## config.mk

```make
export PLATFORM = sky130hd
export DESIGN_NAME = dfm_core
export DESIGN_NICKNAME = d
export VERILOG_FILES = /design/src/hdl/dfm_pkg.sv /design/src/hdl/dfm_core.sv /design/src/hdl/dfm_led_pattern.sv
export SDC_FILE = /design/constraint.sdc
export NUM_CORES = 1
export LEC_CHECK = 0
export BUFFER_PORTS_ARGS = -buffer_cell sky130_fd_sc_hd__buf_2
export CAP_MARGIN = 20
export CORE_ASPECT_RATIO = 0.5
export CORE_MARGIN = 8
export CORE_UTILIZATION = 30
export DETAILED_ROUTE_END_ITERATION = 6
export PLACE_DENSITY = 0.58
export SLEW_MARGIN = 30
export SYNTH_ARGS = -nofsm -noshare
export SYNTH_HDL_FRONTEND = slang
export SYNTH_SLANG_ARGS = --single-unit
```

## constraint.sdc

```tcl
create_clock -name clk -period 7.2 [get_ports clk]
set_clock_uncertainty 0.2 [all_clocks]
set_input_delay 1.08 -clock clk [delete_from_list [all_inputs] [get_ports clk]]
set_output_delay 1.08 -clock clk [all_outputs]
set_load 0.02 [all_outputs]
```

## src/hdl/dfm_pkg.sv

```systemverilog
// Constants, tables and types for the drive fault manager
package dfm_pkg;

	localparam int unsigned ERR_W = 32;

	// Clock and long timings
	localparam int unsigned CLK_HZ         = 25_000_000;
	localparam int unsigned LOCKOUT_S      = 20;
	localparam int unsigned LOCKOUT_CYCLES = LOCKOUT_S * CLK_HZ;
	localparam int unsigned LOCK_W         = 29;
	localparam int unsigned SLOT_MS        = 125;
	localparam int unsigned SLOT_CYCLES    = (CLK_HZ / 1000) * SLOT_MS;
	localparam int unsigned SLOT_W         = 22;

	// Per-bit error properties
	localparam logic [31:0] WARN_LIVE_MASK    = 32'h0e73346b;
	localparam logic [31:0] WARN_LATCH_MASK   = 32'h0b63340b;
	localparam logic [31:0] FAULT_MASK        = 32'h9381f4db;
	localparam logic [31:0] MASKABLE_MASK     = 32'h12019088;
	localparam logic [31:0] SAFETY_MOVE_MASK  = 32'h0301b0c0;
	localparam logic [31:0] FATAL_MASK        = 32'h10804419;
	localparam logic [31:0] SELF_RESTORE_MASK = 32'h00000008;
	localparam logic [31:0] LOCKOUT_SRC_MASK  = 32'h00000410;

	// Summary error register layout
	localparam int unsigned SUM_W         = 8;
	localparam int unsigned SUM_GENERIC   = 0;
	localparam int unsigned SUM_CURRENT   = 1;
	localparam int unsigned SUM_VOLTAGE   = 2;
	localparam int unsigned SUM_TEMP      = 3;
	localparam int unsigned SUM_DEVICE    = 7;
	localparam logic [31:0] SUM_CURRENT_SRC = 32'h00000410;
	localparam logic [31:0] SUM_VOLTAGE_SRC = 32'h02000009;
	localparam logic [31:0] SUM_TEMP_SRC    = 32'h08000002;

	// Reset values
	localparam logic [31:0] WORD_RST = 32'h00000000;
	localparam logic [2:0]  OPT_RST  = 3'h0;

	typedef enum logic [2:0] {PAT_OFF, PAT_ON, PAT_BLK, PAT_FL1, PAT_FL2, PAT_FL3} dfm_pat_e;
	typedef enum logic [1:0] {COLOR_GREEN, COLOR_ORANGE, COLOR_RED} dfm_color_e;
	typedef enum logic [1:0] {ST_SWITCH_ON_DISABLED, ST_OPERATION_ENABLED,
		ST_FAULT_REACTION_ACTIVE, ST_FAULT} dfm_state_e;
	typedef enum logic [1:0] {REACT_FATAL, REACT_RAMP, REACT_SAFETY} dfm_react_e;

	// Display order per error bit, 31 marks no entry
	localparam logic [4:0] ORDER_NONE = 5'h1f;
	localparam logic [4:0] LED_ORDER [32] = '{
		5'h00, 5'h03, 5'h1f, 5'h04, 5'h01, 5'h11, 5'h09, 5'h0c,
		5'h1f, 5'h1f, 5'h02, 5'h1f, 5'h0d, 5'h08, 5'h06, 5'h15,
		5'h0f, 5'h10, 5'h1f, 5'h1f, 5'h0e, 5'h12, 5'h16, 5'h07,
		5'h0a, 5'h05, 5'h13, 5'h14, 5'h17, 5'h1f, 5'h1f, 5'h18};
	localparam dfm_pat_e LED_FIRST [32] = '{
		PAT_ON,  PAT_ON,  PAT_OFF, PAT_ON,  PAT_ON,  PAT_FL2, PAT_BLK, PAT_FL1,
		PAT_OFF, PAT_OFF, PAT_ON,  PAT_OFF, PAT_FL1, PAT_BLK, PAT_BLK, PAT_FL2,
		PAT_FL1, PAT_FL1, PAT_OFF, PAT_OFF, PAT_FL1, PAT_FL2, PAT_BLK, PAT_BLK,
		PAT_BLK, PAT_ON,  PAT_FL2, PAT_BLK, PAT_FL3, PAT_OFF, PAT_OFF, PAT_FL3};
	localparam dfm_pat_e LED_SECOND [32] = '{
		PAT_BLK, PAT_FL1, PAT_OFF, PAT_FL2, PAT_ON,  PAT_BLK, PAT_FL2, PAT_BLK,
		PAT_OFF, PAT_OFF, PAT_ON,  PAT_OFF, PAT_FL1, PAT_FL1, PAT_ON,  PAT_ON,
		PAT_FL3, PAT_FL3, PAT_OFF, PAT_OFF, PAT_FL2, PAT_FL1, PAT_ON,  PAT_BLK,
		PAT_FL3, PAT_FL3, PAT_FL2, PAT_FL3, PAT_FL1, PAT_OFF, PAT_OFF, PAT_ON};

endpackage

```

## src/hdl/dfm_core.sv

```systemverilog
// Drive fault manager: error words, reactions, fault reset and LED selection
`timescale 1ns/10ps
`default_nettype none
module dfm_core #(
	parameter int unsigned LOCKOUT_CYCLES = dfm_pkg::LOCKOUT_CYCLES,
	parameter int unsigned SLOT_CYCLES    = dfm_pkg::SLOT_CYCLES
) (
	// Clock and reset
	input  wire logic                         clk,
	input  wire logic                         srst,
	// Error detection
	input  wire logic [31:0]                  warn_detect,
	input  wire logic [31:0]                  fault_detect,
	// Configuration
	input  wire logic [31:0]                  fault_action_mask,
	input  wire logic [31:0]                  safety_move_fault_mask,
	input  wire logic                         safety_move_control,
	input  wire logic [2:0]                   fault_stop_option,
	// Host commands
	input  wire logic                         enable_req,
	input  wire logic                         control_word_b7,
	input  wire logic                         warn_latched_wr,
	// Motion handshake
	input  wire logic                         reaction_done,
	// Error words
	output var  logic [31:0]                  warning_live_word,
	output var  logic [31:0]                  warning_latched_word,
	output var  logic [31:0]                  fault_live_word,
	output var  logic [31:0]                  fault_latched_word,
	output var  logic [dfm_pkg::SUM_W-1:0]    summary_error_reg,
	// Drive control
	output var  dfm_pkg::dfm_state_e          drive_state,
	output var  logic                         motor_disable,
	output var  logic                         ramp_stop,
	output var  logic                         safety_move,
	output var  logic [2:0]                   stop_option,
	// Status LEDs
	output var  dfm_pkg::dfm_color_e          led_color,
	output var  logic                         status_led_first,
	output var  logic                         status_led_second
);
	logic [31:0]                 fault_eff;
	logic [31:0]                 fault_masked;
	logic [31:0]                 new_fault;
	logic [31:0]                 safe_set;
	logic [31:0]                 ramp_set;
	logic                        safety_ok;
	logic                        fatal_hit;
	logic                        cw_b7_q;
	logic                        reset_edge;
	logic                        reset_ok;
	logic [dfm_pkg::LOCK_W-1:0]  lock_cnt_q;
	dfm_pkg::dfm_react_e         react_q;
	dfm_pkg::dfm_react_e         react_d;
	dfm_pkg::dfm_pat_e           pat_first_q;
	dfm_pkg::dfm_pat_e           pat_second_q;
	dfm_pkg::dfm_pat_e           pat_first_d;
	dfm_pkg::dfm_pat_e           pat_second_d;
	dfm_pkg::dfm_color_e         color_d;
	logic [31:0]                 fault_any;
	logic [31:0]                 warn_any;
	logic [31:0]                 live_any;

	// masked maskable faults become warnings only
	assign fault_masked = fault_detect & dfm_pkg::FAULT_MASK & dfm_pkg::MASKABLE_MASK & ~fault_action_mask;
	assign fault_eff    = fault_detect & dfm_pkg::FAULT_MASK & ~fault_masked;
	assign new_fault    = fault_eff & ~fault_live_word;

	assign safety_ok = drive_state == dfm_pkg::ST_OPERATION_ENABLED && safety_move_control;
	assign safe_set  = safety_ok ? (new_fault & dfm_pkg::SAFETY_MOVE_MASK & safety_move_fault_mask) : '0;
	assign ramp_set  = new_fault & ~dfm_pkg::FATAL_MASK & ~safe_set;
	assign fatal_hit = |(new_fault & dfm_pkg::FATAL_MASK);

	always_comb begin
		if (fatal_hit) begin
			react_d = dfm_pkg::REACT_FATAL;
		end else if (ramp_set != '0) begin
			react_d = dfm_pkg::REACT_RAMP;
		end else begin
			react_d = dfm_pkg::REACT_SAFETY;
		end
	end

	// warning words, set wins over clear
	always_ff @(posedge clk) begin
		if (srst) begin
			warning_live_word    <= dfm_pkg::WORD_RST;
			warning_latched_word <= dfm_pkg::WORD_RST;
		end else begin
			warning_live_word <= (warn_detect & dfm_pkg::WARN_LIVE_MASK) | fault_masked;
			warning_latched_word <= ((warn_latched_wr || (reset_ok && fault_latched_word != '0))
				? '0 : warning_latched_word) | (warn_detect & dfm_pkg::WARN_LATCH_MASK) | fault_masked;
		end
	end

	always_ff @(posedge clk) begin
		if (srst) begin
			fault_live_word    <= dfm_pkg::WORD_RST;
			fault_latched_word <= dfm_pkg::WORD_RST;
		end else begin
			fault_live_word <= fault_eff;
			// latched faults clear only if some present
			fault_latched_word <= ((reset_ok && fault_latched_word != '0) ? '0 : fault_latched_word) | fault_eff;
		end
	end

	assign live_any = fault_live_word | warning_live_word;
	always_ff @(posedge clk) begin
		if (srst) begin
			summary_error_reg <= '0;
		end else begin
			summary_error_reg <= '0;
			summary_error_reg[dfm_pkg::SUM_GENERIC] <= live_any != '0;
			summary_error_reg[dfm_pkg::SUM_CURRENT] <= |(live_any & dfm_pkg::SUM_CURRENT_SRC);
			summary_error_reg[dfm_pkg::SUM_VOLTAGE] <= |(live_any & dfm_pkg::SUM_VOLTAGE_SRC);
			summary_error_reg[dfm_pkg::SUM_TEMP]    <= |(live_any & dfm_pkg::SUM_TEMP_SRC);
			summary_error_reg[dfm_pkg::SUM_DEVICE]  <= |(live_any & ~(dfm_pkg::SUM_CURRENT_SRC
				| dfm_pkg::SUM_VOLTAGE_SRC | dfm_pkg::SUM_TEMP_SRC));
		end
	end

	always_ff @(posedge clk) begin
		if (srst) begin
			cw_b7_q <= 1'b0;
		end else begin
			cw_b7_q <= control_word_b7;
		end
	end
	assign reset_edge = control_word_b7 && !cw_b7_q;
	assign reset_ok   = reset_edge && drive_state == dfm_pkg::ST_FAULT && lock_cnt_q == '0;

	// lockout restarts on each short or overcurrent event
	always_ff @(posedge clk) begin
		if (srst) begin
			lock_cnt_q <= '0;
		end else if (|(new_fault & dfm_pkg::LOCKOUT_SRC_MASK)) begin
			lock_cnt_q <= dfm_pkg::LOCK_W'(LOCKOUT_CYCLES);
		end else if (lock_cnt_q != '0) begin
			lock_cnt_q <= lock_cnt_q - 1'b1;
		end
	end

	// Drive state and motor reaction
	always_ff @(posedge clk) begin
		if (srst) begin
			drive_state   <= dfm_pkg::ST_SWITCH_ON_DISABLED;
			react_q       <= dfm_pkg::REACT_FATAL;
			motor_disable <= 1'b1;
			ramp_stop     <= 1'b0;
			safety_move   <= 1'b0;
			stop_option   <= dfm_pkg::OPT_RST;
		end else begin
			case (drive_state)
				dfm_pkg::ST_SWITCH_ON_DISABLED, dfm_pkg::ST_OPERATION_ENABLED: begin
					if (new_fault != '0) begin
						drive_state   <= dfm_pkg::ST_FAULT_REACTION_ACTIVE;
						react_q       <= react_d;
						stop_option   <= fault_stop_option;
						motor_disable <= fatal_hit || drive_state == dfm_pkg::ST_SWITCH_ON_DISABLED;
						ramp_stop     <= react_d == dfm_pkg::REACT_RAMP
							&& drive_state == dfm_pkg::ST_OPERATION_ENABLED;
						safety_move   <= react_d == dfm_pkg::REACT_SAFETY
							&& drive_state == dfm_pkg::ST_OPERATION_ENABLED;
					end else if (drive_state == dfm_pkg::ST_SWITCH_ON_DISABLED) begin
						if (enable_req && fault_live_word == '0) begin
							drive_state   <= dfm_pkg::ST_OPERATION_ENABLED;
							motor_disable <= 1'b0;
						end
					end else if (!enable_req) begin
						drive_state   <= dfm_pkg::ST_SWITCH_ON_DISABLED;
						motor_disable <= 1'b1;
					end
				end
				dfm_pkg::ST_FAULT_REACTION_ACTIVE: begin
					// a stronger late reaction takes over
					if (fatal_hit || react_q == dfm_pkg::REACT_FATAL || motor_disable
							|| ((ramp_stop || safety_move) && reaction_done)) begin
						drive_state   <= dfm_pkg::ST_FAULT;
						motor_disable <= 1'b1;
						ramp_stop     <= 1'b0;
						safety_move   <= 1'b0;
					end else if (react_q == dfm_pkg::REACT_SAFETY && ramp_set != '0) begin
						react_q     <= dfm_pkg::REACT_RAMP;
						ramp_stop   <= 1'b1;
						safety_move <= 1'b0;
					end
				end
				dfm_pkg::ST_FAULT: begin
					// leave only when no live fault
					if (reset_ok && fault_live_word == '0 && new_fault == '0) begin
						drive_state <= dfm_pkg::ST_SWITCH_ON_DISABLED;
					end
				end
				default: begin
					drive_state   <= dfm_pkg::ST_FAULT;
					motor_disable <= 1'b1;
				end
			endcase
		end
	end

	assign fault_any = fault_latched_word | fault_live_word;
	assign warn_any  = warning_live_word | warning_latched_word;
	always_comb begin
		logic [4:0] best;
		best         = dfm_pkg::ORDER_NONE;
		color_d      = dfm_pkg::COLOR_GREEN;
		pat_first_d  = dfm_pkg::PAT_ON;
		pat_second_d = dfm_pkg::PAT_OFF;
		if (fault_latched_word != '0) begin
			color_d = dfm_pkg::COLOR_RED;
			for (int i = 0; i < 32; i++) begin
				if (fault_any[i] && dfm_pkg::LED_ORDER[i] < best) begin
					best         = dfm_pkg::LED_ORDER[i];
					pat_first_d  = dfm_pkg::LED_FIRST[i];
					pat_second_d = dfm_pkg::LED_SECOND[i];
				end
			end
		end else if (warn_any != '0) begin
			color_d = dfm_pkg::COLOR_ORANGE;
			for (int i = 0; i < 32; i++) begin
				if (warn_any[i]) begin
					pat_first_d  = dfm_pkg::LED_FIRST[i];
					pat_second_d = dfm_pkg::LED_SECOND[i];
				end
			end
		end
	end

	always_ff @(posedge clk) begin
		if (srst) begin
			led_color    <= dfm_pkg::COLOR_GREEN;
			pat_first_q  <= dfm_pkg::PAT_OFF;
			pat_second_q <= dfm_pkg::PAT_OFF;
		end else begin
			led_color    <= color_d;
			pat_first_q  <= pat_first_d;
			pat_second_q <= pat_second_d;
		end
	end

	dfm_led_pattern #(
		.SLOT_CYCLES (SLOT_CYCLES)
	) u_led (
		.clk               (clk),
		.srst              (srst),
		.pat_first         (pat_first_q),
		.pat_second        (pat_second_q),
		.status_led_first  (status_led_first),
		.status_led_second (status_led_second)
	);
endmodule
`default_nettype wire

```

## src/hdl/dfm_led_pattern.sv

```systemverilog
// Blink and flash-burst generator for the two status LEDs
`timescale 1ns/10ps
`default_nettype none
module dfm_led_pattern #(
	parameter int unsigned SLOT_CYCLES = dfm_pkg::SLOT_CYCLES
) (
	// Clock and reset
	input  wire logic            clk,
	input  wire logic            srst,
	// Selected patterns
	input  wire dfm_pkg::dfm_pat_e pat_first,
	input  wire dfm_pkg::dfm_pat_e pat_second,
	// LED drive
	output var  logic            status_led_first,
	output var  logic            status_led_second
);
	logic [dfm_pkg::SLOT_W-1:0] slot_cnt_q;
	logic [2:0]                 slot_q;
	wire  [1:0]                 led_d;

	always_ff @(posedge clk) begin
		if (srst || slot_cnt_q == dfm_pkg::SLOT_W'(SLOT_CYCLES - 1)) begin
			slot_cnt_q <= '0;
		end else begin
			slot_cnt_q <= slot_cnt_q + 1'b1;
		end
	end

	always_ff @(posedge clk) begin
		if (srst) begin
			slot_q <= 3'h0;
		end else if (slot_cnt_q == dfm_pkg::SLOT_W'(SLOT_CYCLES - 1)) begin
			slot_q <= slot_q + 3'h1;
		end
	end

	// pattern decode, bursts of n flashes in even slots
	for (genvar i = 0; i < 2; i++) begin : g_led
		dfm_pkg::dfm_pat_e pat_sel;
		logic              bit_d;

		assign pat_sel = (i == 0) ? pat_first : pat_second;
		always_comb begin
			case (pat_sel)
				dfm_pkg::PAT_ON:  bit_d = 1'b1;
				dfm_pkg::PAT_BLK: bit_d = ~slot_q[2];
				dfm_pkg::PAT_FL1: bit_d = ~slot_q[0] && slot_q[2:1] < 2'h1;
				dfm_pkg::PAT_FL2: bit_d = ~slot_q[0] && slot_q[2:1] < 2'h2;
				dfm_pkg::PAT_FL3: bit_d = ~slot_q[0] && slot_q[2:1] < 2'h3;
				default:          bit_d = 1'b0;
			endcase
		end
		// One process per bit keeps a single driver per LED
		assign led_d[i] = bit_d;
	end

	always_ff @(posedge clk) begin
		if (srst) begin
			status_led_first  <= 1'b0;
			status_led_second <= 1'b0;
		end else begin
			status_led_first  <= led_d[0];
			status_led_second <= led_d[1];
		end
	end

endmodule
`default_nettype wire

```

==> flow_metrics.env, run 1 <==
export IMPL_critical_path_required_ns=7.36
export IMPL_placer_s_final_routability_congestion_estimate=0.880
export IMPL_syn_mean_instance_area_um2=8.60
export IMPL_areaGrowthSynthToFinish_pct=19.9
export IMPL_initial_cell_density_of_the_core=0.306
export IMPL_synth_simple_area_share=0.254
export IMPL_fillCellCount=2380
export IMPL_critical_path_arrival_ns=3.21
export IMPL_multiInputGateArea_mm2=0.00357
export IMPL_worst_slew_pin_slew_ns=0.813
export IMPL_top_ff_cell_synth="dfxtp_1"
export IMPL_cts_reportedPaths_clkPinSlew_ns=0.06
export IMPL_cp_start_kind="register"
export IMPL_cts_repair_resized=0
export IMPL_wire_length_of_the_first_global_routing_pass_um=33000
export IMPL_largest_delay_contributor_family_on_the_critical_path="simple AND/OR/NAND/NOR gates"
export IMPL_dr_total_vias=6174
export IMPL_hold_class="register to register"
export IMPL_number_of_global_route_vias_before_repair=6029
export IMPL_ctsHoldBuffers=0
export IMPL_slowest_stage="nor4_2"
export IMPL_status="complete, no violations"
export IMPL_final_period_minus_worst_setup_slack_ns=3.05
export IMPL_fin_nets=1092
export IMPL_initial_antenna_violation_count=0
export IMPL_asyncSetResetFlopFracSynth=0
export IMPL_register_bank_with_the_most_flops="lock_cnt_q"
export IMPL_gr_usage_all_layers=0.143
export IMPL_die_w_um=232
export IMPL_setup_viol_count_final=0
export IMPL_synthXorXnorAreaFrac=0.0527
export IMPL_timing_max_transition_violations_final=0
export IMPL_rel_slew_slack=0.453
export IMPL_number_of_buffers_between_clock_root_and_the_deepest_sink=2
export IMPL_dieArea_mm2=0.0287
export IMPL_layout_commonest_cell="dfxtp_1"
export IMPL_route_detailed_wl_per_inst_um=16.5
export IMPL_route_final_wire_length_um=21000
export IMPL_fp_dieH_um=124
export IMPL_sequential_cell_area_mm2=0.00298
export IMPL_critical_path_n_buffers_inverters=0
export IMPL_yosysUniqueCellTypes=67
export IMPL_ctsRootBufferMaster="clkbuf_16"
export IMPL_synthesis_yosys_warnings=0
export IMPL_grt_setup_unrepaired="false"
export IMPL_hold_viol=0
export IMPL_path_cells="nor4_1 -> nand3_1 -> nor4_2 -> nand3b_1 -> nor2b_4 -> and2_4 -> a21o_1"
export IMPL_synth_compound_area_frac=0.162
export IMPL_main_combinational_cell_family_by_area_after_synthesis="simple AND/OR/NAND/NOR gates"
export IMPL_detail_route_vias_per_cell=4.86
export IMPL_most_common_layout_cells="dfxtp_1 (149), buf_2 (144), nor2_1 (107), conb_1 (62), nand2_1 (48)"
export IMPL_drv_cap=0
export IMPL_post_cts_setup_buffers=0
export IMPL_clock_sinks=149
export IMPL_max_stage_delay_ns=0.60
export IMPL_cts_inserted_buffers=17
export IMPL_detailedRoute_firstIterationViolations=388
export IMPL_vdd_drop_max_uv=156
export IMPL_antenna_left=0
export IMPL_post_synth_mux_area_share=0.00287
export IMPL_htreeDepth=4
export IMPL_largest_regs="lock_cnt_q (29), u_led.slot_cnt_q (22), warning_live_word (19)"
export IMPL_gr_total_overflow=0
export IMPL_yosys_register_bits=149
export IMPL_synth_edf_count=0
export IMPL_static_leakage_power_nw=3.77
export IMPL_synth_cell_area_mm2=0.00699
export IMPL_clk_latency_ns=0.43
export IMPL_period_share=0.423
export IMPL_dp_hpwl_um=16200
export IMPL_antenna_cells_inserted=0
export IMPL_final_design_area_no_fill_mm2=0.00838
export IMPL_synth_seq_area_share=0.427
export IMPL_largest_register_ff_count=29
export IMPL_post_route_drc_count=0
export IMPL_boundaryPins=286
export IMPL_share_of_layout_cells_above_drive_strength_1=0.207
export IMPL_grt_start_max_net_pins=60
export IMPL_pwr_density_cell_mw_per_mm2=261
export IMPL_std_cell_rows=39
export IMPL_portbufs=144
export IMPL_timing_critical_path_to_type="register"
export IMPL_drtPass1Iterations=5
export IMPL_setup_tns_ns=0
export IMPL_criticalPathCategory="register to register"
export IMPL_timing_reg2reg_setup_slack_ns=4.15
export IMPL_timing_critical_path_fanout_max=18
export IMPL_core_region_area_mm2=0.0228
export IMPL_yosys_area_share_adder=0.00537
export IMPL_cts_tree="done"
export IMPL_post_dp_cell_area_mm2=0.00774
export IMPL_achievable_frequency_ghz=0.328
export IMPL_synthesis_instances=812
## cells by family after synthesis
group	Yosys count
other	1
AND/OR/NAND/NOR	340
buffers and inverters	108
adder cells (fa/ha/maj)	3
XOR/XNOR	42
multiplexers	2
flip-flops	149
AO/OA/AOI/OAI	167
## power breakdown
part	total, mW	switching, mW	internal (mW)
clock	0.932	0.350	0.582
combinational	0.321	0.208	0.114
sequential	0.930	0.0571	0.873
total	2.18	0.615	1.57
## metal layers
metal | vias to the layer above | part of all wire | GRT usage
met1 | 2947 | 0.44 | 0.174
met2 | 166 | 0.49 | 0.244
met4 | 0 | 0.025 | 0.0618
met5 | - | 0 | 0
met3 | 31 | 0.051 | 0.0312
li1 | 3030 | - | -
## stage by stage
stage	total power [mW]	setup slack, ns	hold WS (ns)	instances	utilization
finish	2.18	4.15	0.250	1270	0.367
global route	2.28	3.99	0.276	1270	0.367
CTS	2.20	3.86	0.251	1270	0.366
detailed placement	1.27	3.89	0.240	1239	0.339
global placement	1.26	3.89	0.228	1239	0.339
floorplan	1.18	4.31	0.213	873	-
## cells in the mapped netlist (11+ instances only)
cell type / n / area share
a211oi_1: 11 / 0.012
a21o_1: 34 / 0.037
a21oi_1: 43 / 0.031
buf_4: 65 / 0.070
clkbuf_1: 16 / 0.0086
dfxtp_1: 149 / 0.43
inv_1: 21 / 0.011
nand2_1: 48 / 0.026
nand2b_1: 12 / 0.011
nand3_1: 21 / 0.015
nor2_1: 107 / 0.057
nor2b_1: 24 / 0.021
nor3_1: 23 / 0.016
nor4_1: 26 / 0.023
o21ai_0: 18 / 0.013
or3_1: 11 / 0.0099
xnor2_1: 17 / 0.021
xor2_1: 25 / 0.031
## final timing paths
path | from | depth (start not counted) | to
max | fault_latched_word[0] | 7 | warning_latched_word[28]
min | u_led.slot_cnt_q[0] | 1 | u_led.slot_cnt_q[0]
max reg2reg | fault_latched_word[0] | 7 | warning_latched_word[28]
min reg2reg | u_led.slot_cnt_q[0] | 1 | u_led.slot_cnt_q[0]
## worst reg2reg max path: cells and delay by family, from the launching register on
family          cells  cell delay (ns)
simple gates        6             2.25
compound gates      1             0.15
flops               1             0.38
## final cells by class
class,instances,area share
clock buffers,21,0.0573
multi-input cells,616,0.426
inverters,21,0.00941
clock inverters,10,0.0172
well taps,307,0.0458
repair buffers,146,0.0878
flip-flops and latches,149,0.356
Note: power is estimated with default switching activity, not from simulation.
==> inputs of run 2 (changes only) <==
--- a/config.mk
+++ b/config.mk
@@ -11,7 +11,7 @@
 export CORE_MARGIN = 8
 export CORE_UTILIZATION = 30
 export DETAILED_ROUTE_END_ITERATION = 6
-export PLACE_DENSITY = 0.58
+export PLACE_DENSITY = 0.6
 export SLEW_MARGIN = 30
 export SYNTH_ARGS = -nofsm -noshare
 export SYNTH_HDL_FRONTEND = slang
==> constraint.sdc (replaced) <==
create_clock -name clk -period 2.76 [get_ports clk]
set_clock_uncertainty 0.2 [all_clocks]
set_input_delay 0.414 -clock clk [delete_from_list [all_inputs] [get_ports clk]]
set_output_delay 0.414 -clock clk [all_outputs]
set_load 0.02 [all_outputs]
==> run 2 against run 1 <==
Compared with the run above:
- utilization increased by 0.70 points
- global-route usage decreased by 0.14 points
- via count increased by 1.4%
- highest routed layer unchanged
- cell count increased by 2.0%
- final area increased by 1.9%
- first-iteration DRC count increased by 37%
- register-to-register slack got worse by 4.0 ns
- non-clock buffer count increased by 26
- largest cell class unchanged
- routed wire length decreased by 1.4%
==> flow_metrics.env, run 2 (synthesis gave the netlist of run 1 again) <==
export IMPL_hold_viol=0
export IMPL_route_detailed_wl_per_inst_um=16.0
export IMPL_clock_sinks=149
export IMPL_critical_path_arrival_ns=2.76
export IMPL_timing_reg2reg_setup_slack_ns=0.19
export IMPL_fp_dieH_um=124
export IMPL_areaGrowthSynthToFinish_pct=22.2
export IMPL_worst_r2r_path_depth=7
export IMPL_ctsRootBufferMaster="clkbuf_16"
export IMPL_critical_path_cell_count=9
export IMPL_hold_class="input pin to register"
export IMPL_critical_path_n_buffers_inverters=2
export IMPL_drtPass1Iterations=5
export IMPL_largest_register_ff_count=29
export IMPL_setup_tns_ns=0
export IMPL_share_of_layout_cells_above_drive_strength_1=0.222
export IMPL_std_cell_rows=39
export IMPL_worst_r2r_endpoint="pat_second_q[2]"
export IMPL_gr_total_overflow=0
export IMPL_critical_path_required_ns=2.91
export IMPL_clk_latency_ns=0.42
export IMPL_largest_regs="lock_cnt_q (29), u_led.slot_cnt_q (22), warning_live_word (19)"
export IMPL_drv_cap=0
export IMPL_min_delay_path_depth=3
export IMPL_worst_slew_pin_slew_ns=0.758
export IMPL_cp_startpoint="fault_action_mask[28]"
export IMPL_layout_commonest_cell="dfxtp_1"
export IMPL_timing_critical_path_to_type="register"
export IMPL_grt_start_max_net_pins=34
export IMPL_fin_nets=1118
export IMPL_dieArea_mm2=0.0287
export IMPL_placer_s_final_routability_congestion_estimate=0.924
export IMPL_grt_setup_unrepaired="false"
export IMPL_static_leakage_power_nw=3.87
export IMPL_initial_antenna_violation_count=0
export IMPL_max_stage_delay_ns=0.53
export IMPL_timing_max_transition_violations_final=0
export IMPL_rel_slew_slack=0.490
export IMPL_boundaryPins=286
export IMPL_vdd_drop_max_uv=436
export IMPL_die_w_um=232
export IMPL_detail_route_vias_per_cell=4.83
export IMPL_rr_startpoint="warning_latched_word[17]"
export IMPL_slowest_stage="dlygate4sd3_1"
export IMPL_antenna_left=0
export IMPL_cts_inserted_buffers=17
export IMPL_htreeDepth=4
export IMPL_timing_critical_path_to="safety_move"
export IMPL_route_final_wire_length_um=20700
export IMPL_achievable_frequency_ghz=0.383
export IMPL_post_route_drc_count=0
export IMPL_number_of_buffers_between_clock_root_and_the_deepest_sink=2
export IMPL_core_region_area_mm2=0.0228
export IMPL_criticalPathCategory="input pin to register"
export IMPL_path_cells="dlygate4sd3_1 -> buf_2 -> nand2_1 -> o22a_1 -> and3_1 -> a31oi_1 -> o22ai_1 -> or3_1 -> a21oi_1"
export IMPL_status="complete, no violations"
export IMPL_antenna_cells_inserted=0
export IMPL_dr_total_vias=6260
export IMPL_portbufs=144
export IMPL_period_share=0.947
export IMPL_dp_hpwl_um=16400
export IMPL_largest_delay_contributor_family_on_the_critical_path="compound AO/OA/AOI/OAI gates"
export IMPL_setup_viol_count_final=0
export IMPL_fin_total_pwr_mw=5.57
export IMPL_initial_cell_density_of_the_core=0.306
export IMPL_gr_usage_all_layers=0.141
export IMPL_most_common_layout_cells="dfxtp_1 (149), buf_2 (144), nor2_1 (107), conb_1 (62), nand2_1 (48)"
export IMPL_detailedRoute_firstIterationViolations=530
export IMPL_wire_length_of_the_first_global_routing_pass_um=32700
export IMPL_number_of_global_route_vias_before_repair=6046
export IMPL_cts_reportedPaths_clkPinSlew_ns=0.06
export IMPL_pwr_density_cell_mw_per_mm2=652
export IMPL_cp_start_kind="input pin"
export IMPL_final_period_minus_worst_setup_slack_ns=2.61
export IMPL_timing_critical_path_fanout_max=6
export IMPL_fillCellCount=2359
export IMPL_cts_tree="done"
export IMPL_register_bank_with_the_most_flops="lock_cnt_q"
[run 2: power breakdown]
| group | switching, mW | internal, mW |
|---|---|---|
| Clock | 0.941 | 1.33 |
| Combinational | 0.556 | 0.322 |
| Sequential | 0.136 | 2.28 |
[run 2: per-stage QoR]
stage	hold WS (ns)	util	area (um^2)	instances	setup WS, ns
2_1_floorplan	0.213	-	7220	873	0.311
3_3_place_gp	0.226	0.346	7900	1260	0.225
3_5_place_dp	0.238	0.346	7900	1260	0.206
4_1_cts	0.00565	0.373	8530	1296	0.167
5_1_grt	0.0264	0.374	8540	1296	0.0316
6_report	0.0207	0.374	8540	1296	0.147
[run 2: worst min path at each step]
stage | start | end | slack [ns]
2_1_floorplan | u_led.slot_cnt_q[0] | u_led.slot_cnt_q[0] | 0.21
3_3_place_gp | u_led.slot_cnt_q[0] | u_led.slot_cnt_q[0] | 0.23
3_5_place_dp | u_led.slot_cnt_q[0] | u_led.slot_cnt_q[0] | 0.24
4_1_cts | control_word_b7 | cw_b7_q | 0.006
5_1_grt | fault_stop_option[1] | stop_option[1] | 0.03
6_report | warn_detect[24] | warning_latched_word[24] | 0.02
[run 2: per-layer routing]
metal / share of wire / up-vias / GRT usage
met5: 0 / - / 0
met4: 0.025 / 0 / 0.0587
met3: 0.051 / 27 / 0.0293
met2: 0.49 / 167 / 0.243
met1: 0.43 / 2980 / 0.172
li1: - / 3086 / -
[run 2: repair_timing]
action	in CTS	in global routing
endpoints found under the hold margin	5	0
buffers inserted	0	0
gates resized for setup	0	2
hold buffers	5	0
setup endpoints to repair	0	3
[run 2: area by class of cell]
type                    count  area (um^2)  share of cell area
multi-input cells         616         3570               0.418
flip-flops and latches    149         2980               0.349
repair buffers            172          943               0.110
clock buffers              17          425              0.0498
well taps                 307          384              0.0450
clock inverters            14          151              0.0177
inverters                  21         78.8             0.00923
[run 2: worst reg2reg max path, delay by kind of cell, from the launching register on]
| family | cells | cell delay, ns |
|---|---|---|
| AND/OR/NAND/NOR | 5 | 1.45 |
| AO/OA/AOI/OAI | 2 | 0.51 |
| flip-flops | 1 | 0.32 |
